**src/rtl/pm_defines.svh**
```systemverilog
// Named offsets, field positions, reset values and timing counts of the power manager.
// Assumes inclusion by bare name from the package and the design modules.
`ifndef PM_DEFINES_SVH
`define PM_DEFINES_SVH

// Register byte offsets on the APB bus.
`define CDIV_OFFSET        8'h00
`define OSCC_OFFSET        8'h04
`define RCAUSE_OFFSET      8'h08
`define PCOFF_OFFSET       8'h0c

// Clock divider register fields.
`define WSR_BIT            15
`define RATIO_HI           14
`define RATIO_LO           12
`define SLOW_EN_BIT        11
`define RATIO_RESET        3'h0

// Oscillator control register fields.
`define NEW_OSCILLATOR_SELECT_HI            10
`define NEW_OSCILLATOR_SELECT_LO            8
`define COSC_HI            14
`define COSC_LO            12
`define LOCK_BIT           7
`define NEW_OSCILLATOR_SELECT_RESET         3'h0

// Reset cause register fields.
`define SLEEP_FLAG_BIT     3
`define IDLE_FLAG_BIT      2

// Power-save operand encoding.
`define PSAVE_OP_IDLE      1'b1

// Cycles from wake to CPU restart, lowest figure of the documented window.
`define WAKE_CYCLES        2'h2

`endif

```
**src/rtl/pm_pkg.sv**
```systemverilog
// Types shared by the power manager and its CPU slowdown divider.
// Assumes pm_defines.svh sits on the include path.
package pm_pkg;
   `include "pm_defines.svh"

   // Power-state machine.
   typedef enum logic [2:0] {
      ST_RUN   = 3'b000,
      ST_ENTER = 3'b001,
      ST_SLEEP = 3'b010,
      ST_IDLE  = 3'b011,
      ST_WAKE  = 3'b100
   } pm_state_t;

   // Requests from the CPU core and the interrupt controller.
   typedef struct packed {
      logic psave;      // One-cycle strobe: power-save instruction executes.
      logic psave_idle; // Operand: high selects idle, low selects sleep.
      logic irq;        // Level: an individually enabled interrupt is pending.
   } core_req_t;

   // Clock enables driven out of the block.
   typedef struct packed {
      logic sys;  // System clock tree enable.
      logic cpu;  // CPU clock enable.
      logic osc;  // System oscillator enable.
      logic low_power_rc_oscillator; // Low-power RC oscillator enable.
   } clk_gate_t;
endpackage : pm_pkg

```
**src/rtl/cpu_slowdown_divider.sv**
```systemverilog
// Produces a one-cycle CPU clock-enable tick every 2**ratio system clocks.
// Assumes ratio and enable come from logic on the same pclk domain.
`timescale 1ns/10ps
`include "pm_defines.svh"

module cpu_slowdown_divider
   import pm_pkg::*;
#(
   parameter int RATIO_W = 3,
   parameter int CNT_W   = 7
)(
   input  wire logic               pclk,
   input  wire logic               presetn,
   input  wire logic               enable,
   input  wire logic [RATIO_W-1:0] ratio,
   output logic                    tick_q
);

   logic [CNT_W-1:0]   cnt_q;
   logic [RATIO_W-1:0] ratio_q;
   logic               wrap;

   // Terminal count mask for a given power-of-two ratio.
   function automatic logic [CNT_W-1:0] ratio_mask(input logic [RATIO_W-1:0] r);
      ratio_mask = CNT_W'((1 << r) - 1);
   endfunction : ratio_mask

   assign wrap = (cnt_q == ratio_mask(ratio_q));

   // The ratio is taken only at a period boundary so a change never yields a short pulse.
   always_ff @(posedge pclk or negedge presetn) begin
      if (!presetn) begin
         ratio_q <= `RATIO_RESET;
      end else if (!enable || wrap) begin
         ratio_q <= ratio;
      end
   end

   // Free counter; it restarts whenever slowdown is off so the first tick is full length.
   always_ff @(posedge pclk or negedge presetn) begin
      if (!presetn) begin
         cnt_q <= '0;
      end else if (!enable || wrap) begin
         cnt_q <= '0;
      end else begin
         cnt_q <= cnt_q + 1'b1;
      end
   end

   // Tick every cycle at full speed, once per period while dozing.
   always_ff @(posedge pclk or negedge presetn) begin
      if (!presetn) begin
         tick_q <= 1'b1;
      end else begin
         tick_q <= !enable || wrap;
      end
   end

   tick_period_a: assert property (@(posedge pclk) disable iff (!presetn)
      (enable && ratio_q == 3'h1 && tick_q && $past(enable) && $past(tick_q) == 1'b0)
      |=> !tick_q ##1 tick_q)
      else $error("slowdown tick period wrong for ratio one");

endmodule : cpu_slowdown_divider

```
**src/rtl/power_saving_clock_manager.sv**
```systemverilog
// Power manager: sleep and idle states, CPU slowdown and per-peripheral clock disables.
// Assumes an APB master on pclk, a CPU core and interrupt controller on pclk, and a
// watchdog whose timeout arrives from the low-power RC domain.
//
// Summary of operation
// - Power-save instruction enters sleep or idle, operand chooses which.
// - Sleep stops the system, CPU and oscillator clocks and all program execution.
// - Idle stops the CPU only; peripherals keep running unless disabled.
// - Enabled interrupt, watchdog timeout or device reset ends either state.
// - Sleep turns off the system oscillator; clock failure monitor is idle then.
// - Low-power RC clock keeps running in sleep while watchdog is enabled.
// - Watchdog count is cleared just before sleep is entered.
// - In sleep only externally clocked peripherals keep their clock.
// - Wake from sleep resumes on the clock source that was selected before.
// - Idle entry clears the watchdog; system clock stays running.
// - In idle the RC clock runs if watchdog or clock monitor is enabled.
// - After idle wake the CPU clock returns two to four cycles later.
// - Interrupt during the power-save instruction waits until entry completes.
// - Slowdown divides only the CPU clock; peripherals keep full speed.
// - Slowdown is active only while its enable bit eleven is set.
// - Ratio field bits 14:12 selects 1:1 to 1:128, reset 1:1.
// - With restore bit fifteen set, an interrupt ends slowdown.
// - New oscillator select bits 10:8 are writable only while unlocked.
// - Peripheral disable bit stops every clock of that peripheral.
// - Disabled peripheral registers ignore writes and read undefined.
// - Peripheral runs only if present and not disabled; present ones reset enabled.
// - Disable and re-enable each take effect one cycle later.
// - Watchdog is reset on entry to and on exit from a low-power state.
// - Bits 3 and 2 of reset cause record sleep and idle; software clears.
`timescale 1ns/10ps
`include "pm_defines.svh"

module power_saving_clock_manager
   import pm_pkg::*;
#(
   parameter int          NPERIPH     = 8,
   parameter int          OSC_W       = 3,
   parameter int          RATIO_W     = 3,
   parameter logic [7:0]  PRESENT     = 8'hff,
   parameter logic [7:0]  EXT_CLOCKED = 8'h00
)(
   input  wire logic               pclk,
   input  wire logic               presetn,
   // APB slave.
   input  wire logic               psel,
   input  wire logic               penable,
   input  wire logic               pwrite,
   input  wire logic [7:0]         paddr,
   input  wire logic [31:0]        pwdata,
   output logic      [31:0]        prdata,
   output logic                    pready,
   output logic                    pslverr,
   // CPU core and interrupt controller.
   input  wire core_req_t          core_req,
   input  wire logic               wdt_timeout,
   input  wire logic               wdt_enable,
   input  wire logic               clock_failure_monitor_enable,
   input  wire logic               clock_config_locked,
   input  wire logic               clk_switch_done,
   // Clock control outputs.
   output clk_gate_t               clk_gate,
   output logic                    clock_failure_monitor_active,
   output logic                    wdt_clear,
   output logic                    cpu_resume,
   output logic [OSC_W-1:0]        osc_request,
   output logic [NPERIPH-1:0]      periph_clk_en,
   output logic [NPERIPH-1:0]      periph_reg_en
);

   pm_state_t            state_q, state_d;
   logic                 mode_idle_q;
   logic [1:0]           wake_cnt_q;
   logic                 to_s1_q, to_s2_q;
   logic                 wake_evt;
   logic [3:0]           sel;
   logic                 setup, wr_en;
   logic                 slow_en_q, wsr_q;
   logic [RATIO_W-1:0]   ratio_q;
   logic [OSC_W-1:0]     new_oscillator_select_q, cosc_q;
   logic                 sleep_flag_q, idle_flag_q;
   logic [NPERIPH-1:0]   pcoff_q;
   logic                 tick;
   logic                 enter_now, wake_now;

   // One-hot register select from the byte address; used by both read and write paths.
   function automatic logic [3:0] reg_sel(input logic [7:0] a);
      reg_sel = {a == `PCOFF_OFFSET, a == `RCAUSE_OFFSET, a == `OSCC_OFFSET, a == `CDIV_OFFSET};
   endfunction : reg_sel

   assign sel   = reg_sel(paddr);
   assign setup = psel && !penable;
   assign wr_en = psel && penable && pready && pwrite;

   // Timeout comes from the RC domain and passes two flops before anything reads it.
   always_ff @(posedge pclk or negedge presetn) begin
      if (!presetn) begin
         to_s1_q <= 1'b0;
         to_s2_q <= 1'b0;
      end else begin
         to_s1_q <= wdt_timeout;
         to_s2_q <= to_s1_q;
      end
   end

   assign wake_evt = core_req.irq || to_s2_q;

   // Next state. Interrupts are not looked at in ENTER, so a coincident one waits for entry.
   always_comb begin
      state_d = state_q;
      case (state_q)
         ST_RUN:   if (core_req.psave) state_d = ST_ENTER;
         ST_ENTER: state_d = mode_idle_q ? ST_IDLE : ST_SLEEP;
         ST_SLEEP: if (wake_evt) state_d = ST_WAKE;
         ST_IDLE:  if (wake_evt) state_d = ST_WAKE;
         ST_WAKE:  if (wake_cnt_q == `WAKE_CYCLES - 2'h1) state_d = ST_RUN;
         default:  state_d = ST_RUN;
      endcase
   end

   assign enter_now = (state_d == ST_ENTER) && (state_q != ST_ENTER);
   assign wake_now  = (state_d == ST_WAKE) && (state_q != ST_WAKE);

   // State register; device reset always lands in RUN.
   always_ff @(posedge pclk or negedge presetn) begin
      if (!presetn) begin
         state_q <= ST_RUN;
      end else begin
         state_q <= state_d;
      end
   end

   // Operand is captured with the instruction strobe.
   always_ff @(posedge pclk or negedge presetn) begin
      if (!presetn) begin
         mode_idle_q <= 1'b0;
      end else if (state_q == ST_RUN && core_req.psave) begin
         mode_idle_q <= (core_req.psave_idle == `PSAVE_OP_IDLE);
      end
   end

   // Wake delay counter.
   always_ff @(posedge pclk or negedge presetn) begin
      if (!presetn) begin
         wake_cnt_q <= 2'h0;
      end else if (state_q == ST_WAKE) begin
         wake_cnt_q <= wake_cnt_q + 2'h1;
      end else begin
         wake_cnt_q <= 2'h0;
      end
   end

   // Watchdog clear pulses on entry and on wake; resume pulses on return to RUN.
   always_ff @(posedge pclk or negedge presetn) begin
      if (!presetn) begin
         wdt_clear  <= 1'b0;
         cpu_resume <= 1'b0;
      end else begin
         wdt_clear  <= enter_now || wake_now;
         cpu_resume <= (state_q == ST_WAKE) && (state_d == ST_RUN);
      end
   end

   // Clock enables are registered from the next state, so they switch only at an edge.
   always_ff @(posedge pclk or negedge presetn) begin
      if (!presetn) begin
         clk_gate    <= '{sys: 1'b1, cpu: 1'b1, osc: 1'b1, low_power_rc_oscillator: 1'b0};
         clock_failure_monitor_active <= 1'b0;
      end else begin
         clk_gate.sys  <= (state_d != ST_SLEEP);
         clk_gate.osc  <= (state_d != ST_SLEEP);
         clk_gate.cpu  <= (state_d == ST_RUN) && tick;
         clk_gate.low_power_rc_oscillator <= wdt_enable || (clock_failure_monitor_enable && state_d != ST_SLEEP);
         clock_failure_monitor_active   <= clock_failure_monitor_enable && (state_d != ST_SLEEP);
      end
   end

   // Peripheral gating lags the disable register by one cycle; sleep keeps only external clocks.
   always_ff @(posedge pclk or negedge presetn) begin
      if (!presetn) begin
         periph_clk_en <= PRESENT[NPERIPH-1:0];
         periph_reg_en <= PRESENT[NPERIPH-1:0];
      end else begin
         for (int i = 0; i < NPERIPH; i++) begin
            periph_reg_en[i] <= PRESENT[i] && !pcoff_q[i];
            periph_clk_en[i] <= PRESENT[i] && !pcoff_q[i] &&
                                ((state_d != ST_SLEEP) || EXT_CLOCKED[i]);
         end
      end
   end

   // CPU slowdown tick generator.
   cpu_slowdown_divider #(
      .RATIO_W (RATIO_W),
      .CNT_W   ((1 << RATIO_W) - 1)
   ) u_div (
      .pclk    (pclk),
      .presetn (presetn),
      .enable  (slow_en_q),
      .ratio   (ratio_q),
      .tick_q  (tick)
   );

   // Clock divider register. An interrupt with restore set wins over a same-cycle write.
   always_ff @(posedge pclk or negedge presetn) begin
      if (!presetn) begin
         slow_en_q <= 1'b0;
         wsr_q     <= 1'b0;
         ratio_q   <= `RATIO_RESET;
      end else begin
         if (wr_en && sel[0]) begin
            wsr_q     <= pwdata[`WSR_BIT];
            ratio_q   <= pwdata[`RATIO_HI:`RATIO_LO];
            slow_en_q <= pwdata[`SLOW_EN_BIT];
         end
         if (wsr_q && core_req.irq && slow_en_q) begin
            slow_en_q <= 1'b0;
         end
      end
   end

   // Oscillator select: writable only while unlocked; the active source changes only on a
   // completed switch, so sleep never alters it and wake resumes on the same source.
   always_ff @(posedge pclk or negedge presetn) begin
      if (!presetn) begin
         new_oscillator_select_q      <= `NEW_OSCILLATOR_SELECT_RESET;
         cosc_q      <= `NEW_OSCILLATOR_SELECT_RESET;
         osc_request <= `NEW_OSCILLATOR_SELECT_RESET;
      end else begin
         if (wr_en && sel[1] && !clock_config_locked) begin
            new_oscillator_select_q <= pwdata[`NEW_OSCILLATOR_SELECT_HI:`NEW_OSCILLATOR_SELECT_LO];
         end
         if (clk_switch_done) begin
            cosc_q <= new_oscillator_select_q;
         end
         osc_request <= new_oscillator_select_q;
      end
   end

   // Entry flags: hardware set wins over a same-cycle software write.
   always_ff @(posedge pclk or negedge presetn) begin
      if (!presetn) begin
         sleep_flag_q <= 1'b0;
         idle_flag_q  <= 1'b0;
      end else begin
         if (wr_en && sel[2]) begin
            sleep_flag_q <= pwdata[`SLEEP_FLAG_BIT];
            idle_flag_q  <= pwdata[`IDLE_FLAG_BIT];
         end
         if (state_q == ST_ENTER && !mode_idle_q) begin
            sleep_flag_q <= 1'b1;
         end
         if (state_q == ST_ENTER && mode_idle_q) begin
            idle_flag_q <= 1'b1;
         end
      end
   end

   // Peripheral disable bits; absent peripherals always read back as disabled.
   always_ff @(posedge pclk or negedge presetn) begin
      if (!presetn) begin
         pcoff_q <= ~PRESENT[NPERIPH-1:0];
      end else if (wr_en && sel[3]) begin
         pcoff_q <= pwdata[NPERIPH-1:0] | ~PRESENT[NPERIPH-1:0];
      end
   end

   // APB answer is prepared in the setup cycle so the access phase completes at once.
   always_ff @(posedge pclk or negedge presetn) begin
      if (!presetn) begin
         pready  <= 1'b0;
         pslverr <= 1'b0;
         prdata  <= 32'h0;
      end else begin
         pready  <= setup;
         pslverr <= setup && (sel == 4'h0);
         prdata  <= 32'h0;
         if (setup && !pwrite) begin
            case (sel)
               4'h1: begin
                  prdata[`WSR_BIT]              <= wsr_q;
                  prdata[`RATIO_HI:`RATIO_LO]   <= ratio_q;
                  prdata[`SLOW_EN_BIT]          <= slow_en_q;
               end
               4'h2: begin
                  prdata[`COSC_HI:`COSC_LO]     <= cosc_q;
                  prdata[`NEW_OSCILLATOR_SELECT_HI:`NEW_OSCILLATOR_SELECT_LO]     <= new_oscillator_select_q;
                  prdata[`LOCK_BIT]             <= clock_config_locked;
               end
               4'h4: begin
                  prdata[`SLEEP_FLAG_BIT]       <= sleep_flag_q;
                  prdata[`IDLE_FLAG_BIT]        <= idle_flag_q;
               end
               4'h8:    prdata[NPERIPH-1:0]     <= pcoff_q;
               default: prdata                  <= 32'h0;
            endcase
         end
      end
   end

   enter_from_run_a: assert property (@(posedge pclk) disable iff (!presetn)
      (state_q == ST_RUN && core_req.psave) |=> state_q == ST_ENTER)
      else $error("power-save strobe did not start entry");

   sleep_clocks_off_a: assert property (@(posedge pclk) disable iff (!presetn)
      (state_q == ST_SLEEP) |-> !clk_gate.sys && !clk_gate.cpu && !clk_gate.osc && !clock_failure_monitor_active)
      else $error("a clock still runs in sleep");

   idle_sys_on_a: assert property (@(posedge pclk) disable iff (!presetn)
      (state_q == ST_IDLE) |-> clk_gate.sys && clk_gate.osc && !clk_gate.cpu)
      else $error("idle gating wrong");

   wake_on_event_a: assert property (@(posedge pclk) disable iff (!presetn)
      ((state_q == ST_SLEEP || state_q == ST_IDLE) && core_req.irq) |=> state_q == ST_WAKE)
      else $error("interrupt did not wake the device");

   entry_deferred_a: assert property (@(posedge pclk) disable iff (!presetn)
      (state_q == ST_ENTER) |=> (state_q == ST_SLEEP || state_q == ST_IDLE))
      else $error("entry did not complete before wake");

   resume_delay_a: assert property (@(posedge pclk) disable iff (!presetn)
      (state_q == ST_WAKE && $past(state_q) != ST_WAKE) |-> state_q == ST_WAKE ##2 state_q == ST_RUN)
      else $error("resume delay not two cycles");

   entry_clears_wdt_a: assert property (@(posedge pclk) disable iff (!presetn)
      (state_q == ST_ENTER) |-> wdt_clear ##1 !wdt_clear)
      else $error("watchdog not cleared on entry");

   wake_clears_wdt_a: assert property (@(posedge pclk) disable iff (!presetn)
      (state_q == ST_WAKE && $past(state_q) != ST_WAKE) |-> wdt_clear)
      else $error("watchdog not cleared on wake");

   entry_flag_set_a: assert property (@(posedge pclk) disable iff (!presetn)
      (state_q == ST_ENTER) |=> (mode_idle_q ? idle_flag_q : sleep_flag_q))
      else $error("entry flag not recorded");

   rc_kept_sleep_a: assert property (@(posedge pclk) disable iff (!presetn)
      (state_q == ST_SLEEP && $past(wdt_enable)) |-> clk_gate.low_power_rc_oscillator)
      else $error("rc clock stopped with watchdog enabled");

   locked_select_a: assert property (@(posedge pclk) disable iff (!presetn)
      (wr_en && sel[1] && clock_config_locked) |=> $stable(new_oscillator_select_q))
      else $error("oscillator select changed while locked");

   periph_off_delay_a: assert property (@(posedge pclk) disable iff (!presetn)
      $rose(pcoff_q[0]) |-> periph_reg_en[0] ##1 !periph_reg_en[0] && !periph_clk_en[0])
      else $error("peripheral disable delay wrong");

   restore_on_irq_a: assert property (@(posedge pclk) disable iff (!presetn)
      (wsr_q && slow_en_q && core_req.irq) |=> !slow_en_q)
      else $error("interrupt did not end slowdown");

endmodule : power_saving_clock_manager
```
**config.mk**
```make
export PLATFORM = sky130hd
export DESIGN_NAME = power_saving_clock_manager
export DESIGN_NICKNAME = d
export VERILOG_FILES = /design/src/rtl/pm_pkg.sv /design/src/rtl/cpu_slowdown_divider.sv /design/src/rtl/power_saving_clock_manager.sv
export VERILOG_INCLUDE_DIRS = /design/src /design/src/rtl
export SDC_FILE = /design/constraint.sdc
export NUM_CORES = 1
export LEC_CHECK = 0
export BUFFER_PORTS_ARGS = -buffer_cell sky130_fd_sc_hd__buf_2
export CORE_MARGIN = 5
export CORE_UTILIZATION = 47
export CTS_BUF_LIST = sky130_fd_sc_hd__clkbuf_4 sky130_fd_sc_hd__clkbuf_8 sky130_fd_sc_hd__clkbuf_16
export DETAILED_ROUTE_END_ITERATION = 10
export GPL_ROUTABILITY_DRIVEN = 0
export PLACE_DENSITY = 0.88
export SLEW_MARGIN = 5
export SYNTH_ARGS = -nofsm -noshare
export SYNTH_HDL_FRONTEND = slang
export SYNTH_SLANG_ARGS = --single-unit
export TNS_END_PERCENT = 50
```
**constraint.sdc**
```tcl
create_clock -name pclk -period 3.3 [get_ports pclk]
set_clock_uncertainty 0.2 [all_clocks]
set_input_delay 0.495 -clock pclk [delete_from_list [all_inputs] [get_ports pclk]]
set_output_delay 0.495 -clock pclk [all_outputs]
set_load 0.01 [all_outputs]
```
==> flow_summary.yaml <==
final_layout:
  area.growth.synth_to_final_pct: 18.7
  finalCoreUtilization_pct: 57.4
  mostFrequentLayoutCell: "sky130_fd_sc_hd__buf_2"
  drive_gt1_share_pct: 41.4
  antenna_cells_inserted: 0
  number_of_nets_in_the_layout: 400
  final_cell_mix: "sky130_fd_sc_hd__buf_2 (79), sky130_fd_sc_hd__dfrtp_1 (64), sky130_fd_sc_hd__nor2_1 (31), sky130_fd_sc_hd__mux2_2 (19), sky130_fd_sc_hd__dfstp_2 (19)"
flow_run:
  drv_cap: 0
sta:
  slew_of_the_pin_with_the_lowest_slew_margin_ns: 0.959
  grt_setup_unrepaired: "no"
  final.min_clock_period_ns: 2.15
  tns_ns: 0
  timing.final.hold_violations: 0
  fin_crit_sh_pct: 65.1
  achievable-frequency_ghz: 0.466
  slew_headroom_pct: 36.1
  timing.final.max_slew_violations: 0
  timing.final.ws_setup_ns: 1.15
  setup_viol: 0
synth:
  synth-seq-cells: 83
  netlist-cell-type-count: 43
  post_synth_fa_ha_maj_area_fraction_pct: 0.758
  syn_area_um2: 3300
  synthesized_area_fraction_occupied_by_ao_oa_aoi_and_oai_cells_pct: 4.28
  synth.area.mux_share_pct: 10.1
  postSynth.topFlopCell: "sky130_fd_sc_hd__dfrtp_1"
  synth_sequential_area_ratio_pct: 63.6
  synth_edf_count: 0
  synthXorXnorAreaFrac_pct: 1.86
  syn_avg_cell_area_um2: 12.7
  yosysTopAreaCellShare_pct: 48.5
  yosysWarningCount: 0
  asyncSetResetFlopFracSynth_pct: 100
  synthesis.instances: 260
  synth_top_family_by_area: "simple AND/OR/NAND/NOR gates"
  yosysTopAreaCell: "sky130_fd_sc_hd__dfrtp_1"
  post_synth_main_area_contributors: "sky130_fd_sc_hd__dfrtp_1 (48%), sky130_fd_sc_hd__dfstp_2 (15%), sky130_fd_sc_hd__mux2_2 (6.5%)"
  synthSimpleGateAreaFrac_pct: 12.9
setup_path:
  required_time_worst_endpoint_ns: 3.33
  critPathKind: "register to register"
  kind_of_capture_point_of_the_worst_setup_path: "register"
  ff2ff_setup_slack_ns: 1.15
  critPathLaunchType: "register"
  critical_path_peak_fanout: 11
  worst-endpoint-arrival_ns: 2.17
global_routing:
  grt_max_degree: 84
  gr-usage-all-layers_pct: 14.5
  first_global_vias: 2073
  antenna_violations_before_repair: 0
  grt_remaining_overflow: 0
  grt_first_pass_wirelength_mm: 9.71
die:
  floorplan.rows: 30
  ioPinCount: 113
  fp.dieH_um: 93.8
  floorplan.initialDensity_pct: 48.4
  chipWidth_um: 93.8
  core_region_area_um2: 6830
  die_footprint_um2: 8810
power:
  power.density_cell_area_nw_per_um2: 563
  p_int_mw: 1.60
  clockPowerShare_pct: 30.7
  power_frac_comb_pct: 15.0
  net-switching-power_mw: 0.609
  maximum_resistive_drop_on_vdd_v: 0.000336
  switching_share_pct: 27.6
  leakagePower_nw: 1.93
  pwr-share-seq_pct: 54.2
  post-layout-total-power_mw: 2.21
route:
  drt_pre_antenna_iters: 4
  drc: 0
  wl_per_cell_um: 13.8
  ant_nets: 0
  num_vias: 2098
  drc_violation_total_after_the_first_tritonroute_iteration: 74
  post_drt_via_cell_ratio: 4.70
  totalWireLength_mm: 6.15
clock_tree:
  cts_buffer_depth: 2
  post-cts-setup-buffers: 0
  hold_buffers: 0
  tritoncts: "done"
  clock_tree.root_cell: "sky130_fd_sc_hd__clkbuf_8"
  tritoncts.num_buffers: 9
  htreeDepth: 3
  clkSinkCount: 83
  clk_latency_ns: 0.35
  cts-resized-gates: 0
  clkSlewWorstSetupHoldPaths_ns: 0.08
placement:
  dp_slack_ns: 0.973
  dp_hpwl_mm: 4.48
  placement.io_buffers: 80
status:
  result_of_the_run: "finished clean"
hold_path:
  min-delay-path-class: "input pin to register"
[area by class of cell]
type | instances | area [um2]
inverter | 13 | 48.8
multi-input combinational | 157 | 1050
clock buffer | 12 | 159
tap | 96 | 120
fill | 571 | 2910
sequential | 83 | 2100
clock inverter | 4 | 32.5
timing repair buffer | 81 | 410
[registers in the layout (all words and copies together), names as in the netlist, 7 cells and up]
register / flops
prdata: 16
pcoff_q: 8
periph_clk_en: 8
periph_reg_en: 8
u_div.cnt_q: 7
[per-layer routing]
layer	wire length, um	track usage [%]	share of wire [%]
met1	2670	18.3	43
met2	2970	23.6	48
met3	420	3.61	6.8
met4	96	6.62	1.6
met5	0	0	0
[per-stage QoR]
step / cell area [um2] / hold WS [ns] / instances
5_1_grt: 3920 / 0.0438 / 446
3_5_place_dp: 3730 / 0.148 / 430
6_report: 3920 / 0.0569 / 446
2_1_floorplan: 3360 / -0.000591 / 275
4_1_cts: 3920 / 0.0408 / 446
3_3_place_gp: 3730 / 0.132 / 430
[worst max-delay path, cell delays in order, from the launching register on]
cell and delay (ns):
sky130_fd_sc_hd__dfrtp_1 0.48, sky130_fd_sc_hd__xor2_1 0.20, sky130_fd_sc_hd__o31ai_1 0.21, sky130_fd_sc_hd__o21ai_1 0.13
sky130_fd_sc_hd__o31ai_2 0.24, sky130_fd_sc_hd__buf_4 0.22, sky130_fd_sc_hd__mux2_2 0.35
[Yosys cell counts (all sizes together) (2+ instances only)]
library cell,instances
a21oi,5
and3,6
buf,19
clkbuf,3
dfrtp,64
dfstp,19
ha,2
inv,13
mux2,21
mux2i,9
nand2,10
nand2b,4
nand3,5
nor2,33
nor2b,3
nor3,11
nor3b,3
nor4b,2
o21ai,5
o31ai,4
xnor2,3
xor2,4
[worst paths after layout]
| kind | from | end | depth (start not counted) |
|---|---|---|---|
| max in group asynchronous | presetn | u_div.cnt_q[5]$_DFF_PN0_ | 1 |
| hold reg to reg | to_s1_q$_DFF_PN0_ | to_s2_q$_DFF_PN0_ | 0 |
| setup / recovery | u_div.ratio_q[1]$_DFFE_PN0N_ | u_div.ratio_q[0]$_DFFE_PN0N_ | 6 |
| hold / removal | wdt_timeout | to_s1_q$_DFF_PN0_ | 1 |
| min in group asynchronous | presetn | prdata[0]$_DFF_PN0_ | 1 |
| setup reg to reg | u_div.ratio_q[1]$_DFFE_PN0N_ | u_div.ratio_q[0]$_DFFE_PN0N_ | 6 |
[power groups by stage]
| stage | Combinational (mW) | Sequential (mW) | Clock [mW] |
|---|---|---|---|
| floorplan | 0.181 | 1.24 | 0 |
| global placement | 0.323 | 1.21 | 0 |
| detailed placement | 0.334 | 1.21 | 0 |
| CTS | 0.337 | 1.20 | 0.697 |
| global route | 0.374 | 1.21 | 0.741 |
| finish | 0.332 | 1.20 | 0.678 |
[cells by family (layout without fill, tap and decap cells)]
logic type,Yosys count,count (layout)
other,1,16
multiplexers,30,30
XOR/XNOR,7,7
buffers and inverters,35,110
flip-flops,83,83
adder cells (fa/ha/maj),2,2
AO/OA/AOI/OAI,21,21
AND/OR/NAND/NOR,81,81
No activity file was read; power rests on OpenSTA's default activity.
